**src/hw/sdd_pkg.sv**
```systemverilog
// Shared constants and types for the serial video deserializer output control block.
// What this block does
// RULE1: Power-up reset restores register defaults and starts acquisition on serial input a.
// RULE2: Reset pin low holds the device in reset; high resumes operation.
// RULE3: Writing the reset register restores defaults but keeps the bus address.
// RULE4: Output swing defaults small; the swing register selects the large swing.
// RULE5: Timing register sets clock-to-data skew and full or half rate clock.
// RULE6: Stream mode pin high enables framer and 8b10b decoder.
// RULE7: Stream mode puts one decoded nibble per clock edge on four lanes.
// RULE8: Stream mode drives the fifth lane high for idle character nibbles.
// RULE9: Stream mode sends the high nibble on rising, low on falling edge.
// RULE10: Select pin picks the input; its reclocked bits drive the loopthrough output.
// RULE11: Same-rate input switch normally keeps lock while the phase realigns.
// RULE12: Lost lock after a switch shows on lock_n, regained after 5 ms.
// RULE13: Different-rate switch runs the longer full acquisition.
// RULE14: Host re-establishes word framing after any input switch.
// RULE15: Host assembles five-bit lane words into 10 or 20 bit words.
// RULE16: Lock is reached within 24 ms after reset or rate change.
// RULE17: Outside stream mode raw recovered bits go out five per clock edge.
package sdd_pkg;
  // Register offsets.
  localparam logic [7:0] REG_BUS_ADDR = 8'h00;
  localparam logic [7:0] REG_SOFT_RESET = 8'h01;
  localparam logic [7:0] REG_STATUS = 8'h02;
  localparam logic [7:0] REG_SWING = 8'h27;
  localparam logic [7:0] REG_TIMING = 8'h28;
  // Reset values; the bus address default is arbitrary.
  localparam logic [6:0] BUS_ADDR_RESET = 7'h2d;
  localparam logic [7:0] SWING_RESET = 8'h00;
  localparam logic [7:0] TIMING_RESET = 8'h00;
  // Field positions.
  localparam int SWING_LARGE_BIT = 0;
  localparam int TIMING_SKEW_LSB = 0;
  localparam int TIMING_SKEW_W = 3;
  localparam int TIMING_HALF_BIT = 3;
  localparam int ST_LOCKED = 0;
  localparam int ST_SEL = 1;
  localparam int ST_STREAM = 2;
  localparam int ST_FRAMED = 3;
  localparam int ST_OVF = 4;
  // Pin synchroniser lanes.
  localparam int RATE_W = 2;
  localparam int SY_RSTN = 0;
  localparam int SY_STREAM = 1;
  localparam int SY_SEL = 2;
  localparam int SY_LOST = 3;
  localparam int SY_BCLK = 4;
  localparam int SY_DA = 5;
  localparam int SY_DB = 6;
  localparam int SY_RATE_A = 7;
  localparam int SY_RATE_B = 9;
  localparam int SYNC_W = 11;
  // Timing.
  localparam longint CLK_FREQ_HZ = 100000000;
  localparam longint ACQ_TIME_MS = 24;
  localparam longint RELOCK_TIME_MS = 5;
  localparam longint REALIGN_TIME_NS = 640;
  localparam int unsigned ACQ_CYCLES = int'(ACQ_TIME_MS * CLK_FREQ_HZ / 1000);
  localparam int unsigned RELOCK_CYCLES = int'(RELOCK_TIME_MS * CLK_FREQ_HZ / 1000);
  localparam int unsigned REALIGN_CYCLES = int'(REALIGN_TIME_NS * CLK_FREQ_HZ / 1000000000);
  typedef logic [21:0] sdd_cnt_t;
  // Lanes, symbols and the idle comma.
  localparam int LANE_W = 5;
  localparam int FIFO_DEPTH = 8;
  localparam logic [3:0] RAW_LAST = 4'h4;
  localparam logic [3:0] SYM_LAST = 4'h9;
  localparam logic [5:0] K28_6B_NEG = 6'h0f;
  localparam logic [5:0] K28_6B_POS = 6'h30;
  localparam logic [3:0] K28_5_4B_NEG = 4'ha;
  localparam logic [3:0] K28_5_4B_POS = 4'h5;
  localparam logic [9:0] COMMA_NEG = {K28_6B_NEG, K28_5_4B_NEG};
  localparam logic [9:0] COMMA_POS = {K28_6B_POS, K28_5_4B_POS};
  localparam logic [7:0] IDLE_BYTE = 8'hbc;
  typedef enum logic [1:0] {LK_ACQUIRE, LK_LOCKED, LK_REALIGN, LK_RELOCK} sdd_lock_t;
endpackage

```
**src/hw/sdd_dec8b10b.sv**
```systemverilog
// Combinational 8b10b symbol decoder with idle comma detection.
`timescale 1ns/1ns
module sdd_dec8b10b (
  // Symbol in, first bit received in bit 9
  input wire logic [9:0] sym,
  // Decoded result
  output logic [7:0] data,
  output logic is_idle,
  output logic err
);
  localparam logic [5:0] T6 [32] = '{6'h27, 6'h1d, 6'h2d, 6'h31, 6'h35, 6'h29, 6'h19, 6'h38,
    6'h39, 6'h25, 6'h15, 6'h34, 6'h0d, 6'h2c, 6'h1c, 6'h17, 6'h1b, 6'h23, 6'h13, 6'h32,
    6'h0b, 6'h2a, 6'h1a, 6'h3a, 6'h33, 6'h26, 6'h16, 6'h36, 6'h0e, 6'h2e, 6'h1e, 6'h2b};
  localparam logic [3:0] T4 [8] = '{4'hb, 4'h9, 4'h5, 4'hc, 4'hd, 4'ha, 4'h6, 4'he};
  logic [5:0] d6;
  logic [3:0] d4;
  logic k28;

  // Either disparity form matches; balanced codes other than D.7 (6'h38) have only one form.
  function automatic logic [5:0] dec6(input logic [5:0] c);
    logic [5:0] r;
    r = '0;
    for (int i = 0; i < 32; i++) begin
      if (c == T6[i] || (($countones(T6[i]) != 3 || i == 7) && c == ~T6[i])) begin
        r = {1'b1, 5'(i)};
      end
    end
    return r;
  endfunction

  function automatic logic [3:0] dec4(input logic [3:0] c);
    logic [3:0] r;
    r = '0;
    for (int i = 0; i < 8; i++) begin
      if (c == T4[i] || ((i == 0 || i == 3 || i == 4 || i == 7) && c == ~T4[i])) begin
        r = {1'b1, 3'(i)};
      end
    end
    if (c == 4'h7 || c == 4'h8) begin
      r = 4'hf;
    end
    return r;
  endfunction

  always_comb begin
    d6 = dec6(sym[9:4]);
    d4 = dec4(sym[3:0]);
    k28 = (sym[9:4] == sdd_pkg::K28_6B_NEG) || (sym[9:4] == sdd_pkg::K28_6B_POS);
    if (k28) begin
      is_idle = (sym[3:0] == sdd_pkg::K28_5_4B_NEG) || (sym[3:0] == sdd_pkg::K28_5_4B_POS);
      data = sdd_pkg::IDLE_BYTE;
      err = !is_idle;
    end else begin
      is_idle = 1'b0;
      data = {d4[2:0], d6[4:0]};
      err = !(d6[5] && d4[3]);
    end
  end
endmodule

```
**src/hw/sdd_fifo.sv**
```systemverilog
// Flop-based word FIFO with valid and ready on both sides.
`timescale 1ns/1ns
module sdd_fifo #(
  parameter int W = 5,
  parameter int DEPTH = 8
) (
  // Clock and reset
  input wire logic clk,
  input wire logic rst_n,
  input wire logic flush,
  // Fill side
  input wire logic in_valid,
  output logic in_ready,
  input wire logic [W-1:0] in_data,
  // Drain side
  output logic out_valid,
  input wire logic out_ready,
  output logic [W-1:0] out_data
);
  localparam int PW = $clog2(DEPTH);
  typedef struct packed {
    logic [DEPTH-1:0][W-1:0] mem;
    logic [PW-1:0] wp;
    logic [PW-1:0] rp;
    logic [PW:0] cnt;
  } sdd_fifo_st_t;
  sdd_fifo_st_t q, n;
  logic push, pop;

  assign in_ready = (q.cnt != (PW+1)'(DEPTH));
  assign out_valid = (q.cnt != '0);
  assign out_data = q.mem[q.rp];
  assign push = in_valid & in_ready;
  assign pop = out_valid & out_ready;

  always_comb begin
    n = q;
    if (push) begin
      n.mem[q.wp] = in_data;
      n.wp = (q.wp == PW'(DEPTH - 1)) ? '0 : q.wp + 1'b1;
    end
    if (pop) begin
      n.rp = (q.rp == PW'(DEPTH - 1)) ? '0 : q.rp + 1'b1;
    end
    n.cnt = q.cnt + (PW+1)'(push) - (PW+1)'(pop);
    if (flush) begin
      n.wp = '0;
      n.rp = '0;
      n.cnt = '0;
    end
  end

  always_ff @(posedge clk or negedge rst_n) begin
    if (!rst_n) begin
      q <= '0;
    end else begin
      q <= n;
    end
  end
endmodule

```
**src/hw/sdd_top.sv**
```systemverilog
// Deserializer control: input select, lock tracking, framing, lane output and registers.
`timescale 1ns/1ns
module sdd_top #(
  parameter int unsigned ACQ_CYCLES = sdd_pkg::ACQ_CYCLES,
  parameter int unsigned RELOCK_CYCLES = sdd_pkg::RELOCK_CYCLES
) (
  // Clock and reset
  input wire logic mclk,
  input wire logic resetn,
  // Control pins
  input wire logic device_reset_n,
  input wire logic stream_mode_sel,
  input wire logic serial_input_select,
  input wire logic cdr_phase_lost,
  // Recovered serial link
  input wire logic serial_bit_clk,
  input wire logic serial_input_a,
  input wire logic serial_input_b,
  input wire logic [1:0] serial_rate_a,
  input wire logic [1:0] serial_rate_b,
  // Register port
  input wire logic reg_wr,
  input wire logic [7:0] reg_addr,
  input wire logic [7:0] reg_wdata,
  output logic [7:0] reg_rdata,
  // Lanes to the host
  output logic [3:0] decoded_nibble_lanes,
  output logic idle_char_flag_lane,
  output logic forwarded_output_clock,
  // Status and loopthrough
  output logic lock_n,
  output logic loopthrough_out,
  output logic output_swing_large,
  output logic [6:0] bus_address
);
  localparam sdd_pkg::sdd_cnt_t ACQ_LAST = sdd_pkg::sdd_cnt_t'(ACQ_CYCLES - 1);
  localparam sdd_pkg::sdd_cnt_t RELOCK_LAST = sdd_pkg::sdd_cnt_t'(RELOCK_CYCLES - 1);
  localparam sdd_pkg::sdd_cnt_t REALIGN_LAST = sdd_pkg::sdd_cnt_t'(sdd_pkg::REALIGN_CYCLES - 1);
  localparam int LW = sdd_pkg::LANE_W;

  typedef struct packed {
    logic [sdd_pkg::SYNC_W-1:0] s1;
    logic [sdd_pkg::SYNC_W-1:0] s2;
    logic bclk_prev;
    sdd_pkg::sdd_lock_t lk;
    sdd_pkg::sdd_cnt_t cnt;
    logic act_sel;
    logic lock_n;
    logic [6:0] bus_addr;
    logic [7:0] swing;
    logic [7:0] timing;
    logic [7:0] rdata;
    logic ovf;
    logic loop_out;
    logic [9:0] win;
    logic framed;
    logic [3:0] bcnt;
    logic sym_rdy;
    logic push_valid;
    logic [LW-1:0] push_data;
    logic lsn_pend;
    logic [LW-1:0] lsn_word;
    logic [LW-1:0] lanes;
    logic fclk;
    logic half_tog;
    logic [sdd_pkg::TIMING_SKEW_W-1:0] skew;
    logic wait_edge;
  } sdd_top_st_t;

  sdd_top_st_t q, n;
  logic [sdd_pkg::SYNC_W-1:0] sync_in, keep_s1, keep_s2;
  logic pin_ok, stream, sel, lost, bclk_edge, sel_bit, active, rate_differs;
  logic [7:0] dec_byte;
  logic dec_idle, dec_err;
  logic fifo_in_ready, fifo_out_valid, fifo_out_ready;
  logic [LW-1:0] fifo_out_data;

  function automatic logic is_comma(input logic [9:0] w);
    return (w == sdd_pkg::COMMA_NEG) || (w == sdd_pkg::COMMA_POS);
  endfunction

  assign sync_in = {serial_rate_b, serial_rate_a, serial_input_b, serial_input_a,
                    serial_bit_clk, cdr_phase_lost, serial_input_select, stream_mode_sel,
                    device_reset_n};
  assign pin_ok = q.s2[sdd_pkg::SY_RSTN];
  assign stream = q.s2[sdd_pkg::SY_STREAM];
  assign sel = q.s2[sdd_pkg::SY_SEL];
  assign lost = q.s2[sdd_pkg::SY_LOST];
  assign bclk_edge = q.s2[sdd_pkg::SY_BCLK] & ~q.bclk_prev;
  assign sel_bit = q.act_sel ? q.s2[sdd_pkg::SY_DB] : q.s2[sdd_pkg::SY_DA]; // RULE10
  assign active = (q.lk == sdd_pkg::LK_LOCKED) || (q.lk == sdd_pkg::LK_REALIGN);
  assign rate_differs = q.s2[sdd_pkg::SY_RATE_A +: sdd_pkg::RATE_W]
                        != q.s2[sdd_pkg::SY_RATE_B +: sdd_pkg::RATE_W];
  assign fifo_out_ready = !q.wait_edge;

  sdd_dec8b10b u_dec (
    .sym(q.win),
    .data(dec_byte),
    .is_idle(dec_idle),
    .err(dec_err)
  );

  sdd_fifo #(
    .W(LW),
    .DEPTH(sdd_pkg::FIFO_DEPTH)
  ) u_fifo (
    .clk(mclk),
    .rst_n(resetn),
    .flush(!pin_ok),
    .in_valid(q.push_valid),
    .in_ready(fifo_in_ready),
    .in_data(q.push_data),
    .out_valid(fifo_out_valid),
    .out_ready(fifo_out_ready),
    .out_data(fifo_out_data)
  );

  always_comb begin
    n = q;
    keep_s1 = sync_in;
    keep_s2 = q.s1;
    n.s1 = keep_s1;
    n.s2 = keep_s2;
    n.bclk_prev = q.s2[sdd_pkg::SY_BCLK];

    ////////////////////////////////////////////////////////////////////////////////
    // Deserialiser: a decoded symbol goes out as high nibble, then low nibble.
    n.push_valid = 1'b0;
    n.sym_rdy = 1'b0;
    if (q.lsn_pend) begin
      n.push_valid = 1'b1; // RULE9
      n.push_data = q.lsn_word;
      n.lsn_pend = 1'b0;
    end else if (q.sym_rdy) begin
      if (dec_err) begin
        n.framed = 1'b0;
      end else begin
        n.push_valid = 1'b1; // RULE7
        n.push_data = {dec_idle, dec_byte[7:4]}; // RULE8
        n.lsn_pend = 1'b1;
        n.lsn_word = {dec_idle, dec_byte[3:0]};
      end
    end
    if (bclk_edge) begin
      n.loop_out = sel_bit; // RULE10
      if (active) begin
        n.win = {q.win[8:0], sel_bit};
        if (stream) begin
          if (!q.framed) begin
            if (is_comma(n.win)) begin
              n.framed = 1'b1; // RULE6
              n.bcnt = '0;
              n.sym_rdy = 1'b1;
            end
          end else if (q.bcnt == sdd_pkg::SYM_LAST) begin
            n.bcnt = '0;
            n.sym_rdy = 1'b1;
          end else begin
            n.bcnt = q.bcnt + 1'b1;
          end
        end else if (q.bcnt >= sdd_pkg::RAW_LAST) begin
          n.bcnt = '0;
          n.push_valid = 1'b1; // RULE17
          n.push_data = n.win[LW-1:0];
        end else begin
          n.bcnt = q.bcnt + 1'b1;
        end
      end
    end
    if (!stream) begin
      n.framed = 1'b0;
    end

    ////////////////////////////////////////////////////////////////////////////////
    // Lock tracking and input switching.
    n.cnt = q.cnt + 1'b1;
    unique case (q.lk)
      sdd_pkg::LK_ACQUIRE: begin
        if (q.cnt == ACQ_LAST) begin
          n.lk = sdd_pkg::LK_LOCKED; // RULE16
          n.cnt = '0;
        end
      end
      sdd_pkg::LK_LOCKED: begin
        n.cnt = '0;
        if (sel != q.act_sel) begin
          n.act_sel = sel;
          n.framed = 1'b0;
          n.lsn_pend = 1'b0;
          // Words framed on the old source are meaningless on the new one.
          n.lk = rate_differs ? sdd_pkg::LK_ACQUIRE : sdd_pkg::LK_REALIGN; // RULE11 RULE13
        end
      end
      sdd_pkg::LK_REALIGN: begin
        if (lost) begin
          n.lk = sdd_pkg::LK_RELOCK; // RULE12
          n.cnt = '0;
        end else if (q.cnt == REALIGN_LAST) begin
          n.lk = sdd_pkg::LK_LOCKED;
          n.cnt = '0;
        end
      end
      sdd_pkg::LK_RELOCK: begin
        if (q.cnt == RELOCK_LAST) begin
          n.lk = sdd_pkg::LK_LOCKED; // RULE12
          n.cnt = '0;
        end
      end
    endcase
    n.lock_n = !((n.lk == sdd_pkg::LK_LOCKED) || (n.lk == sdd_pkg::LK_REALIGN));

    ////////////////////////////////////////////////////////////////////////////////
    // Lane driver: data changes, then the clock edge follows after the skew.
    if (!q.wait_edge && fifo_out_valid) begin
      n.lanes = fifo_out_data;
      n.skew = q.timing[sdd_pkg::TIMING_SKEW_LSB +: sdd_pkg::TIMING_SKEW_W]; // RULE5
      n.wait_edge = 1'b1;
    end else if (q.wait_edge) begin
      if (q.skew == '0) begin
        n.wait_edge = 1'b0;
        n.half_tog = ~q.half_tog;
        if (!q.timing[sdd_pkg::TIMING_HALF_BIT] || q.half_tog) begin
          n.fclk = ~q.fclk; // RULE5 RULE9
        end
      end else begin
        n.skew = q.skew - 1'b1;
      end
    end

    ////////////////////////////////////////////////////////////////////////////////
    // Registers.
    case (reg_addr)
      sdd_pkg::REG_BUS_ADDR: n.rdata = {1'b0, q.bus_addr};
      sdd_pkg::REG_SWING: n.rdata = q.swing;
      sdd_pkg::REG_TIMING: n.rdata = q.timing;
      sdd_pkg::REG_STATUS: begin
        n.rdata = '0;
        n.rdata[sdd_pkg::ST_LOCKED] = !q.lock_n;
        n.rdata[sdd_pkg::ST_SEL] = q.act_sel;
        n.rdata[sdd_pkg::ST_STREAM] = stream;
        n.rdata[sdd_pkg::ST_FRAMED] = q.framed;
        n.rdata[sdd_pkg::ST_OVF] = q.ovf;
      end
      default: n.rdata = '0;
    endcase
    if (reg_wr) begin
      case (reg_addr)
        sdd_pkg::REG_BUS_ADDR: n.bus_addr = reg_wdata[6:0];
        sdd_pkg::REG_SWING: n.swing = reg_wdata; // RULE4
        sdd_pkg::REG_TIMING: n.timing = reg_wdata;
        sdd_pkg::REG_SOFT_RESET: begin
          n.swing = sdd_pkg::SWING_RESET; // RULE3
          n.timing = sdd_pkg::TIMING_RESET;
          n.ovf = 1'b0;
        end
        default: n.ovf = n.ovf;
      endcase
    end
    // The host cannot stall the serial line, so a refused word is counted as lost.
    if (q.push_valid && !fifo_in_ready) begin
      n.ovf = 1'b1;
    end

    ////////////////////////////////////////////////////////////////////////////////
    // Reset pin: everything but the synchronisers returns to its power-up value.
    if (!pin_ok) begin
      n = '0; // RULE2
      n.s1 = keep_s1;
      n.s2 = keep_s2;
      n.bus_addr = sdd_pkg::BUS_ADDR_RESET;
      n.swing = sdd_pkg::SWING_RESET;
      n.timing = sdd_pkg::TIMING_RESET;
      n.lock_n = 1'b1;
    end
  end

  always_ff @(posedge mclk or negedge resetn) begin
    if (!resetn) begin
      q <= '0; // RULE1
      q.bus_addr <= sdd_pkg::BUS_ADDR_RESET;
      q.swing <= sdd_pkg::SWING_RESET;
      q.timing <= sdd_pkg::TIMING_RESET;
      q.lock_n <= 1'b1;
    end else begin
      q <= n;
    end
  end

  assign reg_rdata = q.rdata;
  assign decoded_nibble_lanes = q.lanes[3:0];
  assign idle_char_flag_lane = q.lanes[LW-1];
  assign forwarded_output_clock = q.fclk;
  assign lock_n = q.lock_n;
  assign loopthrough_out = q.loop_out;
  assign output_swing_large = q.swing[sdd_pkg::SWING_LARGE_BIT];
  assign bus_address = q.bus_addr;
endmodule
```
**config.mk**
```make
export PLATFORM = sky130hd
export DESIGN_NAME = sdd_top
export DESIGN_NICKNAME = d
export VERILOG_FILES = /design/src/hw/sdd_pkg.sv /design/src/hw/sdd_dec8b10b.sv /design/src/hw/sdd_fifo.sv /design/src/hw/sdd_top.sv
export SDC_FILE = /design/constraint.sdc
export NUM_CORES = 1
export LEC_CHECK = 0
export ABC_AREA = 1
export BUFFER_PORTS_ARGS = -buffer_cell sky130_fd_sc_hd__buf_4
export CORE_MARGIN = 2
export CORE_UTILIZATION = 50
export CTS_BUF_LIST = sky130_fd_sc_hd__clkbuf_2 sky130_fd_sc_hd__clkbuf_4 sky130_fd_sc_hd__clkbuf_8
export CTS_CLUSTER_DIAMETER = 80
export DETAILED_ROUTE_END_ITERATION = 8
export PLACE_DENSITY = 0.73
export SLEW_MARGIN = 0
export SYNTH_ARGS = -nofsm -noshare
export SYNTH_HDL_FRONTEND = slang
export SYNTH_HIERARCHICAL = 1
export SYNTH_SLANG_ARGS = --single-unit
```
**constraint.sdc**
```tcl
create_clock -name mclk -period 4.1 [get_ports mclk]
set_input_delay 0.205 -clock mclk [delete_from_list [all_inputs] [get_ports mclk]]
set_output_delay 0.205 -clock mclk [all_outputs]
set_load 0.005 [all_outputs]
```
# Word level (Yosys, flattened, before mapping)
# Index checks and enable logic that the tools add are counted.
dict set report classes {
  n_addsub 7
  mul 0
  div 0
  order_cmp 4
  n_eq_ne 105
  shifts 0
  mux 106
  n_bitwise 6
  n_reduce_logical 51
}
# op count
set op_table {}
lappend op_table {{two-way mux 6 bit} 36}
lappend op_table {{== test 6 bit (second input constant)} 24}
lappend op_table {{two-way mux 99 bit} 1}
lappend op_table {{two-way mux 24 bit} 4}
lappend op_table {{one-hot mux 24 bit (4 select lines)} 1}
lappend op_table {{== test 6 x 5 -> 1 bit (second input constant)} 14}
lappend op_table {{two-way mux 4 bit} 13}
lappend op_table {{two-way mux 23 bit} 2}
lappend op_table {{== test 6 x 4 -> 1 bit (second input constant)} 7}
lappend op_table {{bitwise mux 40 bit} 1}
lappend op_table {{== test 4 bit (second input constant)} 8}
lappend op_table {{one-hot mux 8 bit (2 select lines)} 2}
lappend op_table {{one-hot mux 8 bit (4 select lines)} 1}
lappend op_table {{logical OR 1 bit} 25}
lappend op_table {{two-way mux 5 bit} 5}
lappend op_table {{two-way mux 12 bit} 2}
lappend op_table {{adder 22 x 1 -> 22 bit (second input constant)} 1}
lappend op_table {{== test 22 x 19 -> 1 bit (second input constant)} 1}
lappend op_table {{== test 22 bit (second input constant)} 1}
lappend op_table {{== test 22 x 6 -> 1 bit (second input constant)} 1}
lappend op_table {{two-way mux 1 bit} 22}
lappend op_table {{two-way mux 22 bit} 1}
lappend op_table {{!= test 2 x 1 -> 1 bit (second input constant)} 10}
lappend op_table {{== test 6 x 3 -> 1 bit (second input constant)} 3}
lappend op_table {{45 further kinds} 93}
dict set report totals {
  ff_bits 171
  latch_bits 0
  mem_bits_rw 0
  romBits 0
  output_inout_bits 24
  elab_cells 316
  n_memories 0
}

# Logic depth before layout (Yosys ltp)
dict set report depth {
  word_depth 49
  ltp_mapped 17
  mapped_depth_nobuf 17
}

# Modules after synthesis
# The synthesis kept the hierarchy.
# module n_inst cells_each area_each_um2 seq_area_each_um2
set modules_own_cells {}
lappend modules_own_cells {sdd_top 1 721 6070.8 3034.2}
lappend modules_own_cells {sdd_fifo 1 403 2906.5 1251.2}
lappend modules_own_cells {sdd_dec8b10b 1 162 765.7 0.0}

# Least setup slack after synthesis
# No wires, ideal clock.
dict set report synth_timing {
  kind {flip-flop to flip-flop}
  startpoint {register, netlist name q[34]}
  endpoint {register, netlist name q[15]}
  t_arrival_ns 2.240
  t_required_ns 3.966
  setup_slack_ns 1.726
  stages_incl_launch_ff 14
  path_buffers 0
  synth_period_minus_slack_ns 2.374
  path_cell_list {dfrtp_1 nor2_1 inv_1 o22ai_2 inv_2 or2_2 inv_1 nor2_1 nor2_1 inv_1 nor2_1 inv_1 nand2_1 a21oi_1}
}

==> results.tsv <==
metric	value	unit
seq_area_frac_synth	44.0	%
slew_headroom	45.4	%
cts.repair_timing.setup_buffer_count	0	
ir_drop	0.000226	V
hold_violations	0	
die_w	144	um
fin_util	56.0	%
power.density	294	mW/mm^2
die_area	0.0206	sq mm
grt_max_degree	93	
port-buffer-count	53	
crit_fanout	10	
synth_nets	1336	
rsz0062_at_grt	false	
ys_warn_count	6	
ioPinCount	54	
power	3.17	mW
synthDistinctLibCells	49	
htree_levels	4	
start_util	50.6	%
rows	51	
firstDrtPassIters	5	
finalWeightedCongestion	0.901	
root_buffer	clkbuf_8	
routed_via_density	5.30	
vias	8489	
synth-async-reset-ratio	100	%
critPathCaptureType	flip-flop	
path_class	reg2reg	
yosys_register_bits	171	
core	0.0193	sq mm
antenna_found_initial	0	
totalWireLength	22.6	mm
clock_skew	0.0164	ns
nFillCells	1884	
worst_slew_pin_slew	0.820	ns
drt-initial-drc-count	614	
dominantRegCellSynth	dfrtp_1	
critPathRequiredTime	4.45	ns
antenna_cells	0	
grt_usage	23.6	%
post-place-ws	1.28	ns
worstSkewPairLatency	0.48	ns
stdcell_count	1602	
avgSynthCellArea	7.58	sq um
fin_hold_ws	0.0430	ns
hold-path-cell-count	3	
outcome	completed	
finalCritPeriodShare	69.8	%
layout_setup_ws	1.24	ns
nNetsFinal	1374	
grt_pass1_vias	8014	
netlist_area	0.00974	sq mm
startpoint_type	flip-flop	
overflow	0	
drive_gt1_share	12.5	%
drcViolationCount	0	
rr_worst_depth	13	
hpwl	15.8	mm
power_leakage	5.29	nW
min_period	2.86	ns
die_y	144	um
setup_tns	0	ns
setup_viol	0	
wl_per_cell	14.1	um
cts_buffers	17	
maxSlewViolCount	0	
synth_edf_count	0	
cts_tree	yes	
cp.arrival	3.21	ns
area_delta_synth_final	10.8	%
grt_first_pass_wirelength	39.0	mm
place_area	0.0102	sq mm
fin_area	0.0108	sq mm
timing.fmax	0.349	GHz
clockBufferDepth	2	
post-place-cells	1551	
synthCells	1286	
path_clk_slew	0.11	ns
drtAntennaViolNets	0	
max_cap_violations	0	
clock-sinks	171	
hp-class	in2reg	
power breakdown:
part | switching (mW) | internal [mW]
clock | 0.691 | 0.564
sequential | 0.0181 | 1.72
combinational | 0.110 | 0.0649
cells in the final DEF, fill, tap and decap left out, drive strengths merged:
master and count:
bufinv 2, o21ai 55, o22ai 33, clkinv 4, xor2 10, a31oi 2
a22oi 1, xnor2 7, a41oi 7, ha 19, or2 5, clkinvlp 4
dfrtp 166, mux2 2, nand3b 1, o32ai 1, nor3 24, a21oi 19
dfstp 5, nand3 97, o211ai 2, inv 198, nand2 349, dlygate4sd3 19
nand4 66, buf 59, nor3b 1, nor4 10, fa 1, nor2 146
clkbuf 17, a31o 1, o31ai 4
path summary, 6_finish.rpt:
kind | start | endpoint | slack (ns)
worst max-delay path | q[36]$_DFFE_PN0P_ | q[15]$_DFFE_PN0P_ | 1.24
worst min-delay path | reg_wr | bus_address[2]$_DFFE_PN1P_ | 0.04
worst max register to register | q[36]$_DFFE_PN0P_ | q[15]$_DFFE_PN0P_ | 1.24
worst min register to register | keep_s2[3]$_DFF_PN0_ | lost$_DFF_PN0_ | 0.35
max in group asynchronous | resetn | lock_n$_DFF_PN1_ | 2.78
min in group asynchronous | resetn | q[83]$_DFF_PN0_ | 0.37
worst max-delay path: stages, from the launching register on:
cell and delay, ns:
dfrtp_1 0.45, nor2_1 0.40, nand2_1 0.13, o22ai_2 0.27
inv_2 0.08, or2_2 0.27, inv_1 0.07, nor2_1 0.05
nor2_1 0.13, inv_1 0.05, nor2_1 0.45, inv_1 0.22
nand2_1 0.11, a21oi_1 0.06
cell type report:
cell class              count  area (sq um)  share of cell area [%]
clock buffers              17           234                    2.17
multi-input cells         863          4390                    40.7
inverters                 193           726                    6.72
clock inverters            15           179                    1.66
well taps                 265           332                    3.07
flip-flops and latches    171          4290                    39.7
repair buffers             78           649                    6.01
cells in the mapped netlist, types with 4 or more instances:
cell type / instances / area [sq um]
ha_1: 19 / 238
nor2_4: 5 / 56.3
dfrtp_1: 166 / 4150
nor2_1: 125 / 469
dfstp_2: 5 / 131
buf_1: 6 / 22.5
nand2_2: 14 / 87.6
nor3_1: 17 / 85.1
o22ai_1: 32 / 200
xor2_1: 10 / 87.6
a41oi_1: 7 / 61.3
nand3_1: 92 / 460
o31ai_1: 4 / 30.0
o21ai_2: 4 / 35.0
inv_2: 8 / 30.0
nor3_2: 5 / 50.1
xnor2_1: 7 / 61.3
buf_4: 20 / 150
nor2_2: 16 / 100
nand4_1: 66 / 413
inv_1: 183 / 687
buf_2: 8 / 40.0
nand2_1: 333 / 1250
o21ai_1: 7 / 35.0
nand3_2: 5 / 50.1
a21oi_1: 19 / 95.1
clkbuf_1: 21 / 78.8
o21ai_0: 42 / 210
nor4_1: 8 / 50.1
what timing repair did:
item	in CTS	in global routing
resized for setup	0	0
hold buffers	19	0
hold endpoints to repair	109	0
kinds of logic (layout without fill, tap and decap cells):
kind of cell / after synthesis / after routing / share of synthesized area [%]
multiplexers: 2 / 2 / 0.231
XOR/XNOR: 17 / 17 / 1.53
adder cells (fa/ha/maj): 20 / 20 / 2.65
flip-flops: 171 / 171 / 44.0
AO/OA/AOI/OAI: 125 / 125 / 7.85
AND/OR/NAND/NOR: 699 / 699 / 32.8
buffers and inverters: 252 / 303 / 10.9
registers in the layout, summed over array words and instances (netlist names):
register / cells
bus_address: 7
decoded_nibble_lanes: 4
forwarded_output_clock: 1
idle_char_flag_lane: 1
keep_s2: 11
lock_n: 1
loopthrough_out: 1
lost: 1
output_swing_large: 1
pin_ok: 1
q: 84
reg_rdata: 8
u_fifo/q: 50
per-layer routing:
layer	up-vias	global-route usage, %	wire (um)
met2	198	37.3	10600
met1	4024	33.1	10500
met3	39	4.63	1020
met4	0	7.07	414
li1	4228	-	-
met5	-	0	0
Power figures use the tool's default switching activity.
